===== src/include/timer_ch3_params.svh =====
/*
 timer channel 3 i/o control: register offsets, field positions, reset values.
 assumes inclusion by bare name from the design file and the package.
*/
`ifndef TIMER_CH3_PARAMS_SVH
`define TIMER_CH3_PARAMS_SVH

// apb byte addresses, one aligned word each
`define ADDR_W 8
`define ADDR_IO_CONTROL 8'h00
`define ADDR_MODE 8'h04
`define ADDR_GR_A 8'h08
`define ADDR_GR_C 8'h0C
`define ADDR_INT_STATUS 8'h10
`define ADDR_INT_MASK 8'h14
`define ADDR_PIN_STATE 8'h18

// field positions inside the io control byte and the mode register
`define FIELD_W 4
`define FIELD_A_LSB 0
`define FIELD_C_LSB 4
`define MODE_BUFFER_BIT 0

// widths and reset values
`define CNT_W 16
`define IO_CONTROL_RESET 8'h00
`define MODE_RESET 1'b0
`define GR_RESET 16'hFFFF
`define INT_RESET 2'h0

`endif


===== src/include/timer_ch3_pkg.sv =====
/*
 types shared by the channel 3 i/o control block.
 assumes timer_ch3_params.svh is on the include path.
*/
`include "timer_ch3_params.svh"

package timer_ch3_pkg;

   // low two bits of an io field: action at compare match
   typedef enum logic [1:0] {
      ACT_NONE = 2'b00,
      ACT_LOW = 2'b01,
      ACT_HIGH = 2'b10,
      ACT_TOGGLE = 2'b11
   } act_e;

   // one 4-bit io select field, bit 3 down to bit 0
   typedef struct packed {
      logic capture; // bit 3: capture register, not compare
      logic level; // bit 2: initial level, or channel 4 source
      act_e act; // bits 1..0
   } io_field_s;

   typedef logic [`CNT_W-1:0] count_t;

   // sampled edges of one capture pin
   typedef struct packed {
      logic rise;
      logic fall;
   } pin_edge_s;

endpackage


===== src/hw/timer_ch3_io_control.sv =====
/*
 i/o control for timer channel 3: general registers a and c as output
 compare or input capture, their pins, interrupt flags, apb register file.
 assumes the channel counter and channel 4 count pulses come from logic on
 pclk; pin inputs are asynchronous and pass a three-stage synchroniser.
*/
// Design decisions made here: the register offsets and register access over APB.
`include "timer_ch3_params.svh"

module timer_ch3_io_control (
   input wire logic pclk,
   input wire logic presetn,
   input wire logic psel,
   input wire logic penable,
   input wire logic pwrite,
   input wire logic [`ADDR_W-1:0] paddr,
   input wire logic [31:0] pwdata,
   output logic [31:0] prdata,
   output logic pready,
   output logic pslverr,
   input wire timer_ch3_pkg::count_t ch3_counter,
   input wire logic ch4_count_up,
   input wire logic ch4_count_down,
   input wire logic ch3_pin_a_in,
   output logic ch3_pin_a_out,
   output logic ch3_pin_a_oe,
   input wire logic ch3_pin_c_in,
   output logic ch3_pin_c_out,
   output logic ch3_pin_c_oe,
   output logic irq
);
   import timer_ch3_pkg::*;

   ////////////////////////////////////////////////////////////////////////
   // functions

   // compare field that drives its pin
   function automatic logic field_drives(input io_field_s f);
      field_drives = !f.capture && (f.act != ACT_NONE);
   endfunction

   // capture trigger chosen by the field
   function automatic logic capture_hit(input io_field_s f, input pin_edge_s e,
                                        input logic ch4_tick);
      logic hit;
      hit = 1'b0;
      if (f.level) begin
         hit = ch4_tick;
      end else if (f.act[1]) begin
         hit = e.rise | e.fall;
      end else if (f.act[0]) begin
         hit = e.fall;
      end else begin
         hit = e.rise;
      end
      capture_hit = f.capture && hit;
   endfunction

   // address compare, used for the write decodes only
   function automatic logic hit_addr(input logic [`ADDR_W-1:0] a,
                                     input logic [`ADDR_W-1:0] b);
      hit_addr = (a == b);
   endfunction

   ////////////////////////////////////////////////////////////////////////
   // apb slave

   logic [7:0] channel3_io_control_high;
   logic reg_a_buffer_mode;
   logic [1:0] int_status;
   logic [1:0] int_mask;
   logic [1:0] evt;
   logic [1:0] pin_state;
   logic [1:0] wr_gr;
   logic [31:0] read_value;
   logic mapped;
   logic access;
   logic wr;
   logic wr_io;
   logic wr_mode;
   logic [7:0] next_io;
   logic next_buffer;

   assign access = psel && penable && pready;
   assign wr = access && pwrite && mapped;
   assign wr_io = wr && hit_addr(paddr, `ADDR_IO_CONTROL);
   assign wr_mode = wr && hit_addr(paddr, `ADDR_MODE);
   assign wr_gr[0] = wr && hit_addr(paddr, `ADDR_GR_A);
   assign wr_gr[1] = wr && hit_addr(paddr, `ADDR_GR_C);
   assign next_io = wr_io ? pwdata[7:0] : channel3_io_control_high;
   assign next_buffer = wr_mode ? pwdata[`MODE_BUFFER_BIT] : reg_a_buffer_mode;

   // read mux and address map
   always_comb begin
      mapped = 1'b1;
      read_value = 32'h00000000;
      case (paddr)
         `ADDR_IO_CONTROL: read_value = {24'h000000, channel3_io_control_high};
         `ADDR_MODE: read_value = {31'h00000000, reg_a_buffer_mode};
         `ADDR_GR_A: read_value = {16'h0000, ch[0].gr};
         `ADDR_GR_C: read_value = {16'h0000, ch[1].gr};
         `ADDR_INT_STATUS: read_value = {30'h00000000, int_status};
         `ADDR_INT_MASK: read_value = {30'h00000000, int_mask};
         `ADDR_PIN_STATE: read_value = {30'h00000000, pin_state};
         default: mapped = 1'b0;
      endcase
   end

   // one wait state, answer registered
   always_ff @(posedge pclk or negedge presetn) begin
      if (!presetn) begin
         pready <= 1'b0;
         prdata <= 32'h00000000;
         pslverr <= 1'b0;
      end else begin
         pready <= psel && penable && !pready;
         if (psel && penable && !pready) begin
            prdata <= pwrite ? 32'h00000000 : read_value;
            pslverr <= !mapped;
         end else begin
            prdata <= 32'h00000000;
            pslverr <= 1'b0;
         end
      end
   end

   // control registers
   always_ff @(posedge pclk or negedge presetn) begin
      if (!presetn) begin
         channel3_io_control_high <= `IO_CONTROL_RESET;
         reg_a_buffer_mode <= `MODE_RESET;
         int_mask <= `INT_RESET;
      end else begin
         channel3_io_control_high <= next_io;
         reg_a_buffer_mode <= next_buffer;
         if (wr && hit_addr(paddr, `ADDR_INT_MASK)) begin
            int_mask <= pwdata[1:0];
         end
      end
   end

   ////////////////////////////////////////////////////////////////////////
   // channels: i = 0 register a, i = 1 register c

   logic [1:0] pin_in;
   logic ch4_tick;
   assign pin_in = {ch3_pin_c_in, ch3_pin_a_in};
   assign ch4_tick = ch4_count_up | ch4_count_down;

   for (genvar i = 0; i < 2; i++) begin : ch
      io_field_s fld;
      io_field_s next_fld;
      pin_edge_s edges;
      logic blocked;
      logic next_blocked;
      logic eq;
      logic eq_prev;
      logic match_evt;
      logic cap_evt;
      logic [2:0] sync;
      logic filt;
      logic [`CNT_W-1:0] gr;
      logic level;
      logic oe;

      assign fld = io_field_s'(channel3_io_control_high[4*i +: `FIELD_W]);
      assign next_fld = io_field_s'(next_io[4*i +: `FIELD_W]);
      assign blocked = (i == 1) && reg_a_buffer_mode;
      assign next_blocked = (i == 1) && next_buffer;

      // three-stage pin synchroniser
      always_ff @(posedge pclk or negedge presetn) begin
         if (!presetn) begin
            sync <= 3'h0;
         end else begin
            sync <= {sync[1:0], pin_in[i]};
         end
      end
      // filtered level: a change counts once stages two and three agree
      always_ff @(posedge pclk or negedge presetn) begin
         if (!presetn) begin
            filt <= 1'b0;
         end else if (sync[1] == sync[2]) begin
            filt <= sync[2];
         end
      end
      assign edges.rise = (sync[1] == sync[2]) && sync[2] && !filt;
      assign edges.fall = (sync[1] == sync[2]) && !sync[2] && filt;

      assign eq = (ch3_counter == gr);
      always_ff @(posedge pclk or negedge presetn) begin
         if (!presetn) begin
            eq_prev <= 1'b0;
         end else begin
            eq_prev <= eq;
         end
      end
      assign match_evt = field_drives(fld) && !blocked && eq && !eq_prev;
      assign cap_evt = capture_hit(fld, edges, ch4_tick) && !blocked;
      assign evt[i] = match_evt | cap_evt;

      always_ff @(posedge pclk or negedge presetn) begin
         if (!presetn) begin
            gr <= `GR_RESET;
         end else if (cap_evt) begin
            gr <= ch3_counter;
         end else if (wr_gr[i]) begin
            gr <= pwdata[`CNT_W-1:0];
         end
      end

      // enable only for driving compare codes
      always_ff @(posedge pclk or negedge presetn) begin
         if (!presetn) begin
            oe <= 1'b0;
         end else begin
            oe <= field_drives(next_fld) && !next_blocked;
         end
      end

      // pin level: initial level on write, then match actions
      always_ff @(posedge pclk or negedge presetn) begin
         if (!presetn) begin
            level <= 1'b0;
         end else if (wr_io && field_drives(next_fld)) begin
            level <= next_fld.level;
         end else if (match_evt) begin
            case (fld.act)
               ACT_LOW: level <= 1'b0;
               ACT_HIGH: level <= 1'b1;
               ACT_TOGGLE: level <= !level;
               default: level <= level;
            endcase
         end
      end
      assign pin_state[i] = filt;
   end

   assign ch3_pin_a_out = ch[0].level;
   assign ch3_pin_a_oe = ch[0].oe;
   assign ch3_pin_c_out = ch[1].level;
   assign ch3_pin_c_oe = ch[1].oe;

   ////////////////////////////////////////////////////////////////////////
   // interrupts

   // sticky flags, write one to clear, set wins
   always_ff @(posedge pclk or negedge presetn) begin
      if (!presetn) begin
         int_status <= `INT_RESET;
      end else if (wr && hit_addr(paddr, `ADDR_INT_STATUS)) begin
         int_status <= (int_status & ~pwdata[1:0]) | evt;
      end else begin
         int_status <= int_status | evt;
      end
   end

   // level interrupt from unmasked flags
   always_ff @(posedge pclk or negedge presetn) begin
      if (!presetn) begin
         irq <= 1'b0;
      end else begin
         irq <= |(int_status & int_mask);
      end
   end
endmodule


===== config.mk =====
export PLATFORM = sky130hd
export DESIGN_NAME = timer_ch3_io_control
export DESIGN_NICKNAME = d
export VERILOG_FILES = /design/src/include/timer_ch3_pkg.sv /design/src/hw/timer_ch3_io_control.sv
export VERILOG_INCLUDE_DIRS = /design/src /design/src/include
export SDC_FILE = /design/constraint.sdc
export NUM_CORES = 1
export LEC_CHECK = 0
export BUFFER_PORTS_ARGS = -buffer_cell sky130_fd_sc_hd__buf_2
export CORE_AREA = 2 2 95 97
export DETAILED_ROUTE_END_ITERATION = 6
export DIE_AREA = 0 0 97 99
export PLACE_DENSITY = 0.8
export SLEW_MARGIN = 20
export SYNTH_ARGS = -nofsm -noshare
export SYNTH_HDL_FRONTEND = slang
export SYNTH_SLANG_ARGS = --single-unit

===== constraint.sdc =====
create_clock -name pclk -period 4.5 [get_ports pclk]
set_input_delay 0.225 -clock pclk [delete_from_list [all_inputs] [get_ports pclk]]
set_output_delay 0.225 -clock pclk [all_outputs]
set_load 0.1 [all_outputs]

==> impl_results.html <==
<table>
<tr><th>Metric</th><th>Value</th></tr>
<tr><th colspan="2">STA</th></tr>
<tr><td>Post-route worst hold slack</td><td>-15.8 ps</td></tr>
<tr><td>Final total negative setup slack</td><td>0 ps</td></tr>
<tr><td>Total setup violations reported at the end of the flow</td><td>0</td></tr>
<tr><td>Final Max Tran Viols</td><td>0</td></tr>
<tr><td>Share of the clock period used by the worst path after layout</td><td>53.1%</td></tr>
<tr><td>Achievable frequency</td><td>418 MHz</td></tr>
<tr><td>Transition time of the tightest slew-check pin</td><td>1130 ps</td></tr>
<tr><td>Final worst path period need</td><td>2390 ps</td></tr>
<tr><td>Worst Clk Skew</td><td>8.04 ps</td></tr>
<tr><td>Worst slew margin</td><td>24.5%</td></tr>
<tr><td>Count of final hold-check violations</td><td>2</td></tr>
<tr><td>Setup repair after global routing missed its margin</td><td>no</td></tr>
<tr><th colspan="2">Routing</th></tr>
<tr><td>DRT iter0 DRCs</td><td>291</td></tr>
<tr><td>Post-route DRC</td><td>0</td></tr>
<tr><td>Final wirelength</td><td>9640 um</td></tr>
<tr><td>Routed WL per cell</td><td>16.5 um</td></tr>
<tr><td>Post-detailed-route count of antenna-violating nets</td><td>0</td></tr>
<tr><td>First-pass DRT Iterations</td><td>4</td></tr>
<tr><td>Vias post-DR</td><td>3149</td></tr>
<tr><td>Via density per instance</td><td>5.38</td></tr>
<tr><th colspan="2">Outcome</th></tr>
<tr><td>Status</td><td>finished, violations left</td></tr>
<tr><td>Failing checks</td><td>negative hold slack</td></tr>
<tr><th colspan="2">Floorplan</th></tr>
<tr><td>Core Rows</td><td>34</td></tr>
<tr><td>Number of top-level design ports</td><td>104</td></tr>
<tr><td>Die Wd</td><td>97 um</td></tr>
<tr><td>Die ar.</td><td>9600 um2</td></tr>
<tr><td>Starting utilization of the core area</td><td>49.4%</td></tr>
<tr><td>Core box area</td><td>8550 um2</td></tr>
<tr><td>Die extent in y</td><td>99 um</td></tr>
<tr><th colspan="2">Clocking</th></tr>
<tr><td>Clock buffer count from CTS</td><td>9</td></tr>
<tr><td>Number of resized instances in the post-cts repair step</td><td>0</td></tr>
<tr><td>Clock tree root buffer cell</td><td>sky130_fd_sc_hd__clkbuf_8</td></tr>
<tr><td>Clock net sink count</td><td>78</td></tr>
<tr><td>H-Tree Depth</td><td>3</td></tr>
<tr><td>Clock tree from TritonCTS</td><td>yes</td></tr>
<tr><td>Clock insertion delay at the later pin of the skew report</td><td>350 ps</td></tr>
<tr><td>Post-CTS clock slew at the launch and capture registers of the worst setup and hold paths</td><td>70 ps</td></tr>
<tr><td>Maximum number of buffers from clock root to sink</td><td>2</td></tr>
<tr><th colspan="2">Power and ir drop</th></tr>
<tr><td>Leakage power of the design</td><td>2.23 nW</td></tr>
<tr><td>Pwr per Cell Area</td><td>328 nW/um2</td></tr>
<tr><td>VDD IR-drop max</td><td>0.146 mV</td></tr>
<tr><th colspan="2">Critical path</th></tr>
<tr><td>Data required time of the critical path</td><td>4770 ps</td></tr>
<tr><td>Ordered list of cells on the worst path</td><td>buf_2 -&gt; or4_4 -&gt; or3_1 -&gt; nor3_4 -&gt; mux2i_1 -&gt; a21oi_1</td></tr>
<tr><td>Critical-path top delay cell</td><td>sky130_fd_sc_hd__nor3_4</td></tr>
<tr><td>Startpoint class of the critical path</td><td>primary input</td></tr>
<tr><td>Worst stage delay on the critical path</td><td>940 ps</td></tr>
<tr><td>Endpoint type of the worst setup path</td><td>flip-flop</td></tr>
<tr><td>Worst endpoint data arrival time</td><td>2660 ps</td></tr>
<tr><td>Max FO, Critical Path</td><td>16</td></tr>
<tr><td>Crit path kind</td><td>in -&gt; reg</td></tr>
<tr><th colspan="2">Global route</th></tr>
<tr><td>First-pass GRT wire length</td><td>16000 um</td></tr>
<tr><td>Largest net degree at the start of global routing</td><td>79</td></tr>
<tr><td>Via count of the first global-routing pass</td><td>3289</td></tr>
<tr><td>Total congestion overflow after global routing</td><td>0</td></tr>
<tr><td>Overall routing resource usage</td><td>21.0%</td></tr>
<tr><td>Antenna violations before repair</td><td>0</td></tr>
<tr><th colspan="2">Cells and area</th></tr>
<tr><td>Area taken by multi-input logic gates</td><td>2040 um2</td></tr>
<tr><td>FF+latch area</td><td>1990 um2</td></tr>
<tr><td>Layout Nets</td><td>548</td></tr>
<tr><td>Post-route cell area</td><td>4780 um2</td></tr>
<tr><td>Share of post-route cells with drive strength above 1</td><td>29.6%</td></tr>
<tr><td># diodes</td><td>0</td></tr>
<tr><td>Area growth from synthesis to layout</td><td>13.2%</td></tr>
<tr><td>FILL cells</td><td>726</td></tr>
<tr><th colspan="2">Place</th></tr>
<tr><td>Post-placement cell area</td><td>4590 um2</td></tr>
<tr><td>Detailed placer's ending HPWL</td><td>6840 um</td></tr>
<tr><td>Routability Congestion</td><td>0.855</td></tr>
<tr><td>Count of buffers inserted at the top-level ports</td><td>71</td></tr>
<tr><th colspan="2">Synthesis</th></tr>
<tr><td>Sequential share of the synthesized area</td><td>47.2%</td></tr>
<tr><td>Post-synthesis cell area</td><td>4220 um2</td></tr>
<tr><td>Syn Inst Count</td><td>404</td></tr>
<tr><td>Number of unique standard cell types used by synthesis</td><td>41</td></tr>
<tr><td>Yosys warnings</td><td>0</td></tr>
<tr><td>Avg Cell Area, Syn</td><td>10.5 um2</td></tr>
<tr><td>Number of synthesized register bits</td><td>78</td></tr>
<tr><th colspan="2">Worst hold path</th></tr>
<tr><td>Kind of path behind the tightest hold check</td><td>in -&gt; async</td></tr>
<tr><th colspan="2">Job</th></tr>
<tr><td>Max_cap viols</td><td>0</td></tr>
</table>
-- layout by cell type (no fill, tap or decap), types with 3 or more instances in the layout --
cell	synthesis	routed
sky130_fd_sc_hd__clkbuf_8	0	11
sky130_fd_sc_hd__dfstp_2	32	32
sky130_fd_sc_hd__and2_1	4	4
sky130_fd_sc_hd__nor4_1	6	6
sky130_fd_sc_hd__inv_1	14	14
sky130_fd_sc_hd__o21ai_0	22	22
sky130_fd_sc_hd__dfrtp_1	46	46
sky130_fd_sc_hd__xnor2_1	32	32
sky130_fd_sc_hd__mux2i_1	45	45
sky130_fd_sc_hd__a21oi_1	20	20
sky130_fd_sc_hd__nor3_1	6	6
sky130_fd_sc_hd__or3_1	4	4
sky130_fd_sc_hd__ha_1	10	10
sky130_fd_sc_hd__clkbuf_1	10	3
sky130_fd_sc_hd__conb_1	1	16
sky130_fd_sc_hd__buf_4	16	3
sky130_fd_sc_hd__nand4_1	9	9
sky130_fd_sc_hd__a22oi_1	8	8
sky130_fd_sc_hd__nand3_1	3	3
sky130_fd_sc_hd__mux2_2	15	15
sky130_fd_sc_hd__buf_2	2	70
sky130_fd_sc_hd__o211ai_1	3	3
sky130_fd_sc_hd__nor2_1	42	42
sky130_fd_sc_hd__nand2_1	28	28
-- repair_timing --
item,CTS,global route
hold buffers,2,0
buffers inserted,0,0
hold endpoints to repair,2,0
-- cell usage after synthesis, drive strengths merged --
library cell | instances | share of area (%)
dfrtp | 46 | 27
mux2i | 45 | 11
nor2 | 42 | 3.7
dfstp | 32 | 20
xnor2 | 32 | 6.6
nand2 | 28 | 2.5
o21ai | 23 | 2.7
buf | 22 | 4.0
a21oi | 20 | 2.4
mux2 | 15 | 4.0
inv | 14 | 1.2
clkbuf | 10 | 0.89
ha | 10 | 3.0
nand4 | 9 | 1.3
a22oi | 8 | 1.4
nor3 | 8 | 1.5
nor4 | 6 | 0.89
or3 | 5 | 0.77
and2 | 4 | 0.59
nand3 | 3 | 0.36
o211ai | 3 | 0.53
a2111oi | 2 | 0.41
a211o | 2 | 0.41
a31oi | 2 | 0.30
nor3b | 2 | 0.36
or2 | 2 | 0.30
a22o | 1 | 0.21
conb | 1 | 0.089
mux4 | 1 | 0.53
nand2b | 1 | 0.15
nand3b | 1 | 0.18
o22ai | 1 | 0.15
or3b | 1 | 0.21
or4 | 1 | 0.27
xor2 | 1 | 0.21
-- power breakdown --
group	internal, mW	total [mW]	switching, mW
Clock	0.228	0.470	0.241
Combinational	0.101	0.283	0.182
Sequential	0.773	0.814	0.0406
-- cell families (layout without fill, tap and decap cells) --
group / count (synthesis) / in the layout / share of synthesized area [%]
simple gates: 113 / 113 / 13.1
fa+ha+maj: 10 / 10 / 2.96
mux: 61 / 61 / 15.2
compound gates: 62 / 62 / 8.53
flops: 78 / 78 / 47.2
xor+xnor: 33 / 33 / 6.84
other cells: 1 / 16 / 0.0888
buf+inv: 46 / 104 / 6.10
-- worst paths after layout --
path | start | to | slack (ps) | depth (start not counted)
max | paddr[1] | ch[0].gr[2] | 2110 | 6
min | presetn | prdata[11] | -20 | 1
max reg2reg | pready | ch3_pin_a_out | 2200 | 5
min reg2reg | ch[0].sync[0] | ch[0].sync[1] | 350 | 0
max in group asynchronous | presetn | prdata[14] | 3860 | 1
min in group pclk | pwrite | prdata[0] | 100 | 2
-- routing by layer --
layer	wire, um	GRT usage (%)	vias up
li1	-	-	1503
met5	0	0	-
met1	3910	26.3	1526
met4	245	9.53	0
met2	4940	35.9	102
met3	542	3.62	18
-- state kept, by name, indices dropped and copies added, names as in the netlist --
signal	flops
ch.sync	6
ch3_pin_c_out	1
pready	1
ch3_pin_c_oe	1
channel3_io_control_high	8
prdata	16
int_status	2
ch.gr	32
pslverr	1
ch.eq_prev	2
int_mask	2
ch3_pin_a_oe	1
ch3_pin_a_out	1
ch.filt	2
irq	1
ch.blocked	1
-- through the flow --
stage	instances	total power, mW	hold slack, ps	setup slack (ps)	utilization [%]
5_1_grt	585	1.64	79.4	2030	55.9
6_report	585	1.57	-15.8	2110	55.9
3_3_place_gp	568	1.09	334	1800	53.7
3_5_place_dp	568	1.10	335	1730	53.7
4_1_cts	585	1.58	48.2	2140	55.9
2_1_floorplan	419	1.02	-70.6	1820	-
-- critical path: cells and delay by family --
| family | cells | cell delay, ps |
|---|---|---|
| AO/OA/AOI/OAI | 1 | 90 |
| multiplexers | 1 | 290 |
| AND/OR/NAND/NOR | 3 | 1940 |
| buffers and inverters | 1 | 100 |
-- cell type report --
class	instances	area share [%]
repair buffers	75	8.22
inverters	14	1.10
multi-input cells	295	42.6
clock inverters	1	0.157
clock buffers	14	3.40
flip-flops and latches	78	41.7
well taps	108	2.83
No activity file was read; power rests on OpenSTA's default activity.
